[config.mk]
export PLATFORM = sky130hd
export DESIGN_NAME = psc_panel
export DESIGN_NICKNAME = d
export VERILOG_FILES = /design/src/pkg/psc_pkg.sv /design/src/logic/psc_panel.sv
export VERILOG_INCLUDE_DIRS = /design/src /design/src/pkg
export SDC_FILE = /design/constraint.sdc
export NUM_CORES = 1
export LEC_CHECK = 0
export ABC_AREA = 1
export BUFFER_PORTS_ARGS = -buffer_cell sky130_fd_sc_hd__buf_2
export CORE_MARGIN = 10
export CORE_UTILIZATION = 40
export CTS_CLUSTER_SIZE = 12
export DETAILED_ROUTE_END_ITERATION = 7
export PLACE_DENSITY = 0.58
export SLEW_MARGIN = 20
export SYNTH_ARGS = -nofsm -noshare
export SYNTH_HDL_FRONTEND = slang
export SYNTH_SLANG_ARGS = --single-unit
[constraint.sdc]
create_clock -name pclk -period 6.2 [get_ports pclk]
set_input_delay 1.24 -clock pclk [delete_from_list [all_inputs] [get_ports pclk]]
set_output_delay 1.24 -clock pclk [all_outputs]
set_load 0.005 [all_outputs]
[src/pkg/psc_map.svh]
// register offsets, field positions, reset values and timing counts for panel status logic
`ifndef PSC_MAP_SVH
`define PSC_MAP_SVH
// register byte offsets
`define PSC_OFF_CTRL 12'h000
`define PSC_OFF_SERCFG 12'h004
`define PSC_OFF_CRASH 12'h008
`define PSC_OFF_STATUS 12'h00C
`define PSC_OFF_PORTCFG 12'h010
`define PSC_OFF_ADDR 12'h014
// control register fields
`define PSC_CTRL_DIAG_OK 0
`define PSC_CTRL_RUNNING 1
`define PSC_CTRL_RESET 32'h0000_0000
// software serial config fields
`define PSC_SC_BAUD_LO 0
`define PSC_SC_BAUD_HI 3
`define PSC_SC_PAR_EN 4
`define PSC_SC_PAR_ODD 5
`define PSC_SC_DATA8 6
`define PSC_SC_STOP2 7
`define PSC_SC_ADDR_LO 8
`define PSC_SC_ADDR_HI 15
`define PSC_SC_RESET 32'h0000_0101
// baud index encoding, 19200 down to 50
`define PSC_BAUD_19200 4'h0
`define PSC_BAUD_9600 4'h1
`define PSC_BAUD_2400 4'h5
`define PSC_BAUD_50 4'hF
// crash register fields
`define PSC_CR_CODE_HI 15
`define PSC_CR_VALID 16
// station address limits
`define PSC_SW_ADDR_MIN 8'h01
`define PSC_SW_ADDR_MAX 8'hF7
`define PSC_ROT_ADDR_MAX 7'h40
// slide switch encodings
`define PSC_SLIDE_TOP 2'h0
`define PSC_SLIDE_MID 2'h1
`define PSC_SLIDE_BOT 2'h2
// blink and debounce timing
`define PSC_BLINK_MS 250
`define PSC_PAUSE_MS 1000
`define PSC_DEBOUNCE_MS 10
`define PSC_CLK_MHZ 250
`define PSC_BLINK_CYC (`PSC_BLINK_MS * 1000 * `PSC_CLK_MHZ)
`define PSC_PAUSE_CYC (`PSC_PAUSE_MS * 1000 * `PSC_CLK_MHZ)
`define PSC_DEBOUNCE_CYC (`PSC_DEBOUNCE_MS * 1000 * `PSC_CLK_MHZ)
`endif

[src/pkg/psc_pkg.sv]
// types shared by the panel status and configuration logic
package psc_pkg;
  typedef enum logic [1:0] {
    PSC_MODE_ASCII = 2'b00,
    PSC_MODE_RTU = 2'b01,
    PSC_MODE_SOFT = 2'b10
  } psc_mode_t;

  typedef enum logic [1:0] {
    PSC_BL_IDLE = 2'b00,
    PSC_BL_ON = 2'b01,
    PSC_BL_OFF = 2'b10,
    PSC_BL_PAUSE = 2'b11
  } psc_blink_t;

  // serial frame settings handed to the serial port
  typedef struct packed {
    psc_mode_t mode;
    logic [3:0] baud_sel;
    logic parity_en;
    logic parity_odd;
    logic data8;
    logic stop2;
    logic [7:0] station;
    logic bridge;
  } psc_sercfg_t;

  // lamp outputs
  typedef struct packed {
    logic ready;
    logic run;
    logic serial_act;
    logic net_act;
    logic write_prot;
    logic bat_low;
    logic net_err;
  } psc_lamps_t;

  // apb request from master
  typedef struct packed {
    logic psel;
    logic penable;
    logic pwrite;
    logic [11:0] paddr;
    logic [31:0] pwdata;
  } psc_apb_req_t;
endpackage

[src/logic/psc_panel.sv]
// front-panel lamp driver, switch decoder and serial config register block
// Functional notes
// - ready lamp lights only once power-up diagnostics pass
// - run lamp steady while running; also carries blink error codes
// - serial lamp lights while the serial port is active
// - network lamp lights while the network port is active
// - amber lamp lights while memory protect switch is engaged
// - red battery lamp lights when battery needs replacing
// - red error lamp lights on network communication error
// - crash blinks run lamp by error group; code 0000 blinks continuously
// - codes 80B, 80C, 82E give two blinks
// - codes 769 and 72A through 730 give three blinks
// - codes 604 through 631 give four blinks
// - codes 503, 52D and 402 give five blinks
// - codes 8001 through 8003 give three blinks
// - left switch top position alone enables memory write protection
// - right switch top fixes ASCII, 2400 baud, even, 7 data, 1 stop
// - right switch middle fixes RTU, 9600 baud, even, 8 data, 1 stop
// - right switch bottom uses software settings, address 1 to 247
// - fixed ASCII or RTU settings default to bridge mode
// - fixed modes take station address from rotary switches
// - address equals ten times tens digit plus ones digit
// - highest settable rotary address is 64
// - address 0 or above 64 holds network lamp steadily on
`include "psc_map.svh"
module psc_panel #(
  parameter int BLINK_CYC = `PSC_BLINK_CYC,
  parameter int PAUSE_CYC = `PSC_PAUSE_CYC,
  parameter int DEBOUNCE_CYC = `PSC_DEBOUNCE_CYC
) (
  // clock and reset
  input wire logic pclk,
  input wire logic presetn,
  // apb slave
  input wire psc_pkg::psc_apb_req_t apb_req,
  output logic [31:0] prdata,
  output logic pready,
  output logic pslverr,
  // panel switch pins
  input wire logic [1:0] protect_slide,
  input wire logic [1:0] mode_slide,
  input wire logic [3:0] address_tens_selector,
  input wire logic [3:0] address_ones_selector,
  // status from port and diagnostic logic
  input wire logic serial_activity,
  input wire logic net_activity,
  input wire logic net_comm_error,
  input wire logic battery_low,
  // decoded outputs
  output psc_pkg::psc_lamps_t lamps,
  output psc_pkg::psc_sercfg_t sercfg,
  output logic mem_protect,
  output logic [6:0] node_address,
  output logic node_address_bad
);
  import psc_pkg::*;

  // counter widths follow the timing parameters; short settings stay small
  localparam int SW_W = 12;
  localparam int DB_W = $clog2(DEBOUNCE_CYC + 1);
  localparam int BT_W = $clog2(PAUSE_CYC + BLINK_CYC + 1);

  // two-stage synchronisers for the switch pins
  logic [SW_W-1:0] sw_pin;
  logic [SW_W-1:0] sw_meta_q;
  logic [SW_W-1:0] sw_sync_q;
  logic [SW_W-1:0] sw_stable_q;
  assign sw_pin = {protect_slide, mode_slide, address_tens_selector, address_ones_selector};

  always_ff @(posedge pclk or negedge presetn) begin
    if (!presetn) begin
      sw_meta_q <= '0;
      sw_sync_q <= '0;
    end else begin
      sw_meta_q <= sw_pin;
      sw_sync_q <= sw_meta_q;
    end
  end

  // debounce: a bit is taken only after it has held for the full window
  // any bounce restarts the count, so a chattering contact costs settle
  // time but never shows a false position
  genvar gi;
  generate
    for (gi = 0; gi < SW_W; gi++) begin : g_db
      logic [DB_W-1:0] cnt_q;
      always_ff @(posedge pclk or negedge presetn) begin
        if (!presetn) begin
          cnt_q <= '0;
          sw_stable_q[gi] <= 1'b0;
        end else if (sw_sync_q[gi] == sw_stable_q[gi]) begin
          cnt_q <= '0;
        end else if (cnt_q == DB_W'(DEBOUNCE_CYC - 1)) begin
          cnt_q <= '0;
          sw_stable_q[gi] <= sw_sync_q[gi];
        end else begin
          cnt_q <= cnt_q + 1'b1;
        end
      end
    end
  endgenerate

  logic [1:0] prot_sw;
  logic [1:0] mode_sw;
  logic [3:0] tens_sw;
  logic [3:0] ones_sw;
  assign {prot_sw, mode_sw, tens_sw, ones_sw} = sw_stable_q;

  // status inputs come from other clock domains too, so sync them
  // no debounce on these: activity strobes are meant to flicker the lamps,
  // and a lamp a few cycles late is harmless
  logic [3:0] st_meta_q;
  logic [3:0] st_sync_q;
  always_ff @(posedge pclk or negedge presetn) begin
    if (!presetn) begin
      st_meta_q <= '0;
      st_sync_q <= '0;
    end else begin
      st_meta_q <= {serial_activity, net_activity, net_comm_error, battery_low};
      st_sync_q <= st_meta_q;
    end
  end

  // rotary address decode
  // ten times a legal tens digit plus a ones digit fits seven bits;
  // larger dial codes wrap but are flagged invalid below
  logic [6:0] rot_addr;
  logic rot_bad;
  assign rot_addr = 7'(tens_sw * 4'hA) + 7'(ones_sw);
  // digits above 9 are outside the dial; treat as invalid too
  assign rot_bad = (rot_addr == 7'h00) || (rot_addr > `PSC_ROT_ADDR_MAX) ||
                   (tens_sw > 4'h9) || (ones_sw > 4'h9);

  // register map, one aligned word each:
  //   0x000 control: bit 0 diagnostics passed, bit 1 running
  //   0x004 serial config: baud index, parity, data, stop, station
  //   0x008 crash: code in the low half, bit 16 arms the blinker
  //   0x00C status: lamp image, read only
  //   0x010 port config: frame settings in use, read only
  //   0x014 address: rotary address, bit 8 flags an invalid one
  // unmapped or unaligned addresses answer with an error and do nothing
  // software registers
  logic [31:0] ctrl_q;
  logic [31:0] swcfg_q;
  logic [15:0] crash_code_q;
  logic crash_valid_q;
  logic apb_wr;
  logic apb_rd;
  assign apb_wr = apb_req.psel && apb_req.penable && apb_req.pwrite;
  assign apb_rd = apb_req.psel && apb_req.penable && !apb_req.pwrite;

  logic addr_hit;
  always_comb begin
    unique case (apb_req.paddr)
      `PSC_OFF_CTRL, `PSC_OFF_SERCFG, `PSC_OFF_CRASH,
      `PSC_OFF_STATUS, `PSC_OFF_PORTCFG, `PSC_OFF_ADDR: addr_hit = 1'b1;
      default: addr_hit = 1'b0;
    endcase
  end

  // control register: diagnostics pass and running flags
  // software owns both flags; the ready lamp waits for bit 0 to be set
  always_ff @(posedge pclk or negedge presetn) begin
    if (!presetn) begin
      ctrl_q <= `PSC_CTRL_RESET;
    end else if (apb_wr && pready && apb_req.paddr == `PSC_OFF_CTRL) begin
      ctrl_q <= {30'h0, apb_req.pwdata[1:0]};
    end
  end

  // software serial config; address outside 1..247 is rejected
  // a refused write still answers without error; read back to confirm
  logic [7:0] wr_station;
  assign wr_station = apb_req.pwdata[`PSC_SC_ADDR_HI:`PSC_SC_ADDR_LO];
  always_ff @(posedge pclk or negedge presetn) begin
    if (!presetn) begin
      swcfg_q <= `PSC_SC_RESET;
    end else if (apb_wr && pready && apb_req.paddr == `PSC_OFF_SERCFG &&
                 wr_station >= `PSC_SW_ADDR_MIN && wr_station <= `PSC_SW_ADDR_MAX) begin
      swcfg_q <= {16'h0, apb_req.pwdata[15:0]};
    end
  end

  // crash code: written by diagnostics software, bit 16 arms it
  // the code is held as written; clearing bit 16 hands the lamp back
  always_ff @(posedge pclk or negedge presetn) begin
    if (!presetn) begin
      crash_code_q <= 16'h0000;
      crash_valid_q <= 1'b0;
    end else if (apb_wr && pready && apb_req.paddr == `PSC_OFF_CRASH) begin
      crash_code_q <= apb_req.pwdata[`PSC_CR_CODE_HI:0];
      crash_valid_q <= apb_req.pwdata[`PSC_CR_VALID];
    end
  end

  // crash code to blink count; 0 means continuous, 1 means unknown code
  logic [2:0] blink_num;
  always_comb begin
    blink_num = 3'd1;
    if (crash_code_q == 16'h0000) begin
      blink_num = 3'd0;
    end else if (crash_code_q == 16'h080B || crash_code_q == 16'h080C ||
                 crash_code_q == 16'h082E) begin
      blink_num = 3'd2;
    end else if (crash_code_q == 16'h0769 ||
                 (crash_code_q >= 16'h072A && crash_code_q <= 16'h0730)) begin
      blink_num = 3'd3;
    end else if (crash_code_q >= 16'h0604 && crash_code_q <= 16'h0631) begin
      blink_num = 3'd4;
    end else if (crash_code_q == 16'h0503 || crash_code_q == 16'h052D ||
                 crash_code_q == 16'h0402) begin
      blink_num = 3'd5;
    end else if (crash_code_q >= 16'h8001 && crash_code_q <= 16'h8003) begin
      blink_num = 3'd3;
    end
  end

  // blink sequencer: equal on/off pulses, then a long pause
  // the timer counts down to zero, so each phase lasts its full length;
  // a code change mid-group can stretch or cut that one group, the next
  // group is clean
  psc_blink_t bl_state_q;
  logic [BT_W-1:0] bl_timer_q;
  logic [2:0] bl_count_q;
  logic bl_lamp;
  logic bl_expire;
  assign bl_expire = (bl_timer_q == '0);
  assign bl_lamp = (bl_state_q == PSC_BL_ON);

  always_ff @(posedge pclk or negedge presetn) begin
    if (!presetn) begin
      bl_state_q <= PSC_BL_IDLE;
      bl_timer_q <= '0;
      bl_count_q <= 3'd0;
    end else if (!crash_valid_q) begin
      bl_state_q <= PSC_BL_IDLE;
      bl_timer_q <= '0;
      bl_count_q <= 3'd0;
    end else begin
      unique case (bl_state_q)
        PSC_BL_IDLE: begin
          bl_state_q <= PSC_BL_ON;
          bl_timer_q <= BT_W'(BLINK_CYC - 1);
          bl_count_q <= 3'd1;
        end
        PSC_BL_ON: begin
          if (bl_expire) begin
            bl_state_q <= PSC_BL_OFF;
            bl_timer_q <= BT_W'(BLINK_CYC - 1);
          end else begin
            bl_timer_q <= bl_timer_q - 1'b1;
          end
        end
        PSC_BL_OFF: begin
          if (!bl_expire) begin
            bl_timer_q <= bl_timer_q - 1'b1;
          end else if (blink_num == 3'd0 || bl_count_q < blink_num) begin
            // continuous mode never pauses
            bl_state_q <= PSC_BL_ON;
            bl_timer_q <= BT_W'(BLINK_CYC - 1);
            bl_count_q <= bl_count_q + 1'b1;
          end else begin
            bl_state_q <= PSC_BL_PAUSE;
            bl_timer_q <= BT_W'(PAUSE_CYC - 1);
          end
        end
        PSC_BL_PAUSE: begin
          if (bl_expire) begin
            bl_state_q <= PSC_BL_ON;
            bl_timer_q <= BT_W'(BLINK_CYC - 1);
            bl_count_q <= 3'd1;
          end else begin
            bl_timer_q <= bl_timer_q - 1'b1;
          end
        end
      endcase
    end
  end

  // serial frame selection from the right slide switch
  // fixed positions force even parity, one stop bit, bridging and the dial
  // address; software mode leaves bridging off
  psc_sercfg_t cfg_d;
  always_comb begin
    cfg_d = '0;
    unique case (mode_sw)
      `PSC_SLIDE_TOP: begin
        cfg_d.mode = PSC_MODE_ASCII;
        cfg_d.baud_sel = `PSC_BAUD_2400;
        cfg_d.parity_en = 1'b1;
        cfg_d.data8 = 1'b0;
        cfg_d.station = {1'b0, rot_addr};
        cfg_d.bridge = 1'b1;
      end
      `PSC_SLIDE_MID: begin
        cfg_d.mode = PSC_MODE_RTU;
        cfg_d.baud_sel = `PSC_BAUD_9600;
        cfg_d.parity_en = 1'b1;
        cfg_d.data8 = 1'b1;
        cfg_d.station = {1'b0, rot_addr};
        cfg_d.bridge = 1'b1;
      end
      default: begin
        // bottom, and the unused code, fall back to software settings
        cfg_d.mode = PSC_MODE_SOFT;
        cfg_d.baud_sel = swcfg_q[`PSC_SC_BAUD_HI:`PSC_SC_BAUD_LO];
        cfg_d.parity_en = swcfg_q[`PSC_SC_PAR_EN];
        cfg_d.parity_odd = swcfg_q[`PSC_SC_PAR_ODD];
        cfg_d.data8 = swcfg_q[`PSC_SC_DATA8];
        cfg_d.stop2 = swcfg_q[`PSC_SC_STOP2];
        cfg_d.station = swcfg_q[`PSC_SC_ADDR_HI:`PSC_SC_ADDR_LO];
      end
    endcase
  end

  // registered decoded outputs and lamps
  // every output leaves a flop, so lamps and settings never glitch
  always_ff @(posedge pclk or negedge presetn) begin
    if (!presetn) begin
      sercfg <= '0;
      mem_protect <= 1'b0;
      node_address <= 7'h00;
      node_address_bad <= 1'b1;
      lamps <= '0;
    end else begin
      sercfg <= cfg_d;
      mem_protect <= (prot_sw == `PSC_SLIDE_TOP);
      node_address <= rot_addr;
      node_address_bad <= rot_bad;
      lamps.ready <= ctrl_q[`PSC_CTRL_DIAG_OK];
      // crash blinking overrides the steady run indication
      lamps.run <= crash_valid_q ? bl_lamp : ctrl_q[`PSC_CTRL_RUNNING];
      lamps.serial_act <= st_sync_q[3];
      lamps.net_act <= st_sync_q[2] || rot_bad;
      lamps.write_prot <= (prot_sw == `PSC_SLIDE_TOP);
      lamps.bat_low <= st_sync_q[0];
      lamps.net_err <= st_sync_q[1];
    end
  end

  // apb answer: one wait state, data registered
  // an access seen with pready low raises it next cycle for one cycle;
  // writes above land on the edge after that, while pready is high and the request still stands
  always_ff @(posedge pclk or negedge presetn) begin
    if (!presetn) begin
      pready <= 1'b0;
      pslverr <= 1'b0;
      prdata <= 32'h0000_0000;
    end else if (apb_req.psel && apb_req.penable && !pready) begin
      pready <= 1'b1;
      pslverr <= !addr_hit;
      prdata <= 32'h0000_0000;
      if (apb_rd) begin
        unique case (apb_req.paddr)
          `PSC_OFF_CTRL: prdata <= ctrl_q;
          `PSC_OFF_SERCFG: prdata <= swcfg_q;
          `PSC_OFF_CRASH: prdata <= {15'h0, crash_valid_q, crash_code_q};
          `PSC_OFF_STATUS: prdata <= {25'h0, lamps};
          `PSC_OFF_PORTCFG: prdata <= {12'h000, sercfg, 1'b0};
          `PSC_OFF_ADDR: prdata <= {23'h0, node_address_bad, 1'b0, node_address};
          default: prdata <= 32'h0000_0000;
        endcase
      end
    end else begin
      pready <= 1'b0;
      pslverr <= 1'b0;
      prdata <= 32'h0000_0000;
    end
  end
endmodule

==> flow_summary.json <==
{
  "synth_warnings": 0,
  "ant_nets": 0,
  "met3_usage_pct": 3.81,
  "setup_viol": 0,
  "yosys.area.top_type": "dfrtp_1",
  "slew_viol_final": 0,
  "drt_iter0_drc": 1068,
  "p_per_area_nw_per_um2": 246,
  "hold_viol": 0,
  "portBuffers": 106,
  "cp_slowest_stage_delay_ns": 0.52,
  "die-area_um2": 63500,
  "core_um2": 52900,
  "netlist_instances": 2579,
  "first_pass_iters": 5,
  "synth-simple-area-share_pct": 27.2,
  "ir_worst_vdd_uv": 216,
  "syn_area_per_cell_um2": 8.34,
  "dp_hpwl_um": 39200,
  "area_growth_pct": 13.8,
  "finClkSkew_ns": 0.0139,
  "synth-seq-cells": 433,
  "final_layout_size_suffix_gt1_share_pct": 10.7,
  "worst_pin_slew_ns": 0.903,
  "yosys-top-cells-count": "441 x nand2_1, 430 x dfrtp_1, 359 x inv_1",
  "max_freq_mhz": 328,
  "cts_hold_buf": 0,
  "cts_buffers": 49,
  "cp_data_arrival_time_ns": 3.56,
  "synth_top_area_share_pct": 50.0,
  "critical_path.top_delay_family": "simple AND/OR/NAND/NOR gates",
  "start_util_pct": 40.7,
  "synthXorXnorAreaFrac_pct": 4.31,
  "grt_util_met1_pct": 22.2,
  "path_cells": "buf_2 -> inv_2 -> nand4_1 -> nor2_4 -> inv_2 -> nor2_2 -> inv_2 -> nand4_1 -> nand2_2 -> a41oi_1",
  "post-route-period-util_pct": 49.2,
  "clkSinkCount": 433,
  "cpMostUsedCell": "inv_2",
  "r2r_setup_slack_ns": 3.52,
  "busiest_layer": "met2",
  "r2r_end": "lamps[3]$_DFF_PN0_",
  "reg2reg_depth": 9,
  "synth_mux_area_share_pct": 0.576,
  "min_from": "sw_meta_q[10]$_DFF_PN0_",
  "fillers": 5133,
  "cp_slowest_cell": "nor2_2",
  "met2_usage_pct": 25.5,
  "finalSetupTns_ns": 0,
  "die_h_um": 252,
  "rsz0062_at_grt": "no",
  "synth_edf_count": 0,
  "cp.depth": 10,
  "cts_resized": 0,
  "grt_max_degree": 112,
  "fin_util_pct": 46.3,
  "cts_tree": "done",
  "cts-root-buf": "clkbuf_16",
  "maxCapViolCount": 0,
  "vias_per_cell": 5.06,
  "antenna_found_initial": 4,
  "critical_path_required_ns": 6.71,
  "critPathBufInv": 4,
  "critPathMaxFanout": 16,
  "drt_wl_total_um": 52700,
  "dr_total_vias": 17400,
  "min_path_cells": 0,
  "rows": 84,
  "maxSlewHeadroom_pct": 39.8,
  "ios": 134,
  "timing_worst_setup_path_type": "in -> reg",
  "grt_usage_pct": 16.7,
  "synth_fa_ha_area_share_pct": 1.70,
  "total_power_mw": 6.04,
  "grt_pass1_wl_um": 86800,
  "cts_setup_buffers": 0,
  "r2r_start": "sw_stable_q[5]$_DFFE_PN0P_",
  "status": "completed",
  "grt_pass1_vias": 17100,
  "synth_top_family_by_area": "simple AND/OR/NAND/NOR gates",
  "wl_per_cell_um": 15.3,
  "layout.nets": 2811,
  "fin_crit_ns": 3.05,
  "antenna_cells": 0,
  "cts_htree_levels": 2,
  "ys.flop_type": "dfrtp_1",
  "synth_area_leaders": "dfrtp_1 50%, nand2_1 7.7%, inv_1 6.3%",
  "clkLatencyLatePin_ns": 0.60,
  "synth_compound_area_share_pct": 8.30,
  "clk_path_buf_depth": 3,
  "synth_cell_types": 55,
  "syn_area_um2": 21500,
  "drc": 0,
  "async_flop_share_pct": 100,
  "setup_slack_ns": 3.15,
  "ys_seq_area_share_pct": 50.4,
  "hp-class": "reg -> reg",
  "start_kind": "input port",
  "leakagePower_nw": 11.3,
  "die_w_um": 252,
  "clkTransAtPathRegs_ns": 0.06,
  "gp_congestion": 0.880,
  "preCtsSetupSlack_ns": 2.57,
  "end_kind": "flop",
  "overflow": 0,
  "yosysMostFrequentCell": "nand2_1",
  "min_to": "sw_sync_q[10]$_DFF_PN0_"
}
==> layout make-up <==
class,count,area (um2),share of cell area [%]
multi-input cells,1738,9090,37.1
flip-flops and latches,433,10800,44.3
clock buffers,73,1420,5.79
inverters,384,1440,5.89
clock inverters,15,229,0.935
repair buffers,112,611,2.49
well taps,688,861,3.51
==> power breakdown <==
group / internal [mW] / leakage (nW) / total, mW / switching (mW)
Combinational: 0.0460 / 4.59 / 0.180 / 0.134
Clock: 1.79 / 0.806 / 2.98 / 1.19
Sequential: 2.86 / 5.90 / 2.88 / 0.0214
Total: 4.69 / 11.3 / 6.04 / 1.34
==> metrics by stage <==
step           cell area [um2]  std cells  hold slack (ns)
2_1_floorplan            21600       2590            0.331
3_3_place_gp             22800       3355            0.333
3_5_place_dp             22800       3355            0.338
4_1_cts                  24500       3443            0.352
5_1_grt                  24500       3443            0.353
6_report                 24500       3443            0.347
==> placed cells by master (no fill, tap or decap), types with 10 or more instances in the layout <==
cell,n
nand2_1,441
buf_2,105
o21ai_1,19
or2_2,11
ha_1,26
mux2_2,11
nand4_1,99
a21oi_1,149
xor2_1,90
dfrtp_1,430
o21a_1,10
inv_1,359
a31oi_1,16
nand3_1,122
nor4_1,36
clkbuf_1,15
nor3_1,93
o21ai_0,105
nor2_1,351
clkbuf_16,50
nor3b_1,20
conb_1,12
xnor2_1,16
inv_2,21
nor2_2,17
==> sequential cells by signal (all words and copies together), names as in the netlist, 3 cells and up <==
signal        flops
ones_sw           4
bl_count_q        3
sw_meta_q        12
node_address      7
sw_stable_q       4
st_sync_q         4
st_meta_q         4
sercfg           19
sw_sync_q        12
swcfg_q          16
bl_timer_q       29
crash_code_q     16
prdata           20
lamps             6
g_db.cnt_q      264
==> worst max-delay path by stage <==
| stage | from | end | slack, ns |
|---|---|---|---|
| after floorplan | apb_req[43] | crash_code_q[1]$_DFFE_PN0P_ | 3.66 |
| after global placement | apb_req[36] | prdata[8]$_DFF_PN0_ | 2.59 |
| after detailed placement | apb_req[36] | prdata[8]$_DFF_PN0_ | 2.57 |
| after CTS | apb_req[36] | prdata[8]$_DFF_PN0_ | 3.20 |
| after global routing | apb_req[36] | prdata[8]$_DFF_PN0_ | 3.08 |
| final | apb_req[36] | prdata[8]$_DFF_PN0_ | 3.15 |
==> layer usage <==
metal,share of wire [%],wire [um],up-vias
met2,44,22900,378
li1,-,-,8688
met1,47,24500,8254
met3,5.9,3100,101
met4,4.0,2080,6
met5,0.074,39,-
==> cells by family (layout without fill, tap and decap cells) <==
group                    after synthesis  after routing
flip-flops                           433            433
adder cells (fa/ha/maj)               28             28
buffers and inverters                419            584
XOR/XNOR                             106            106
other                                  1             12
multiplexers                          11             11
AND/OR/NAND/NOR                     1251           1251
AO/OA/AOI/OAI                        330            330
Power figures use the tool's default switching activity.
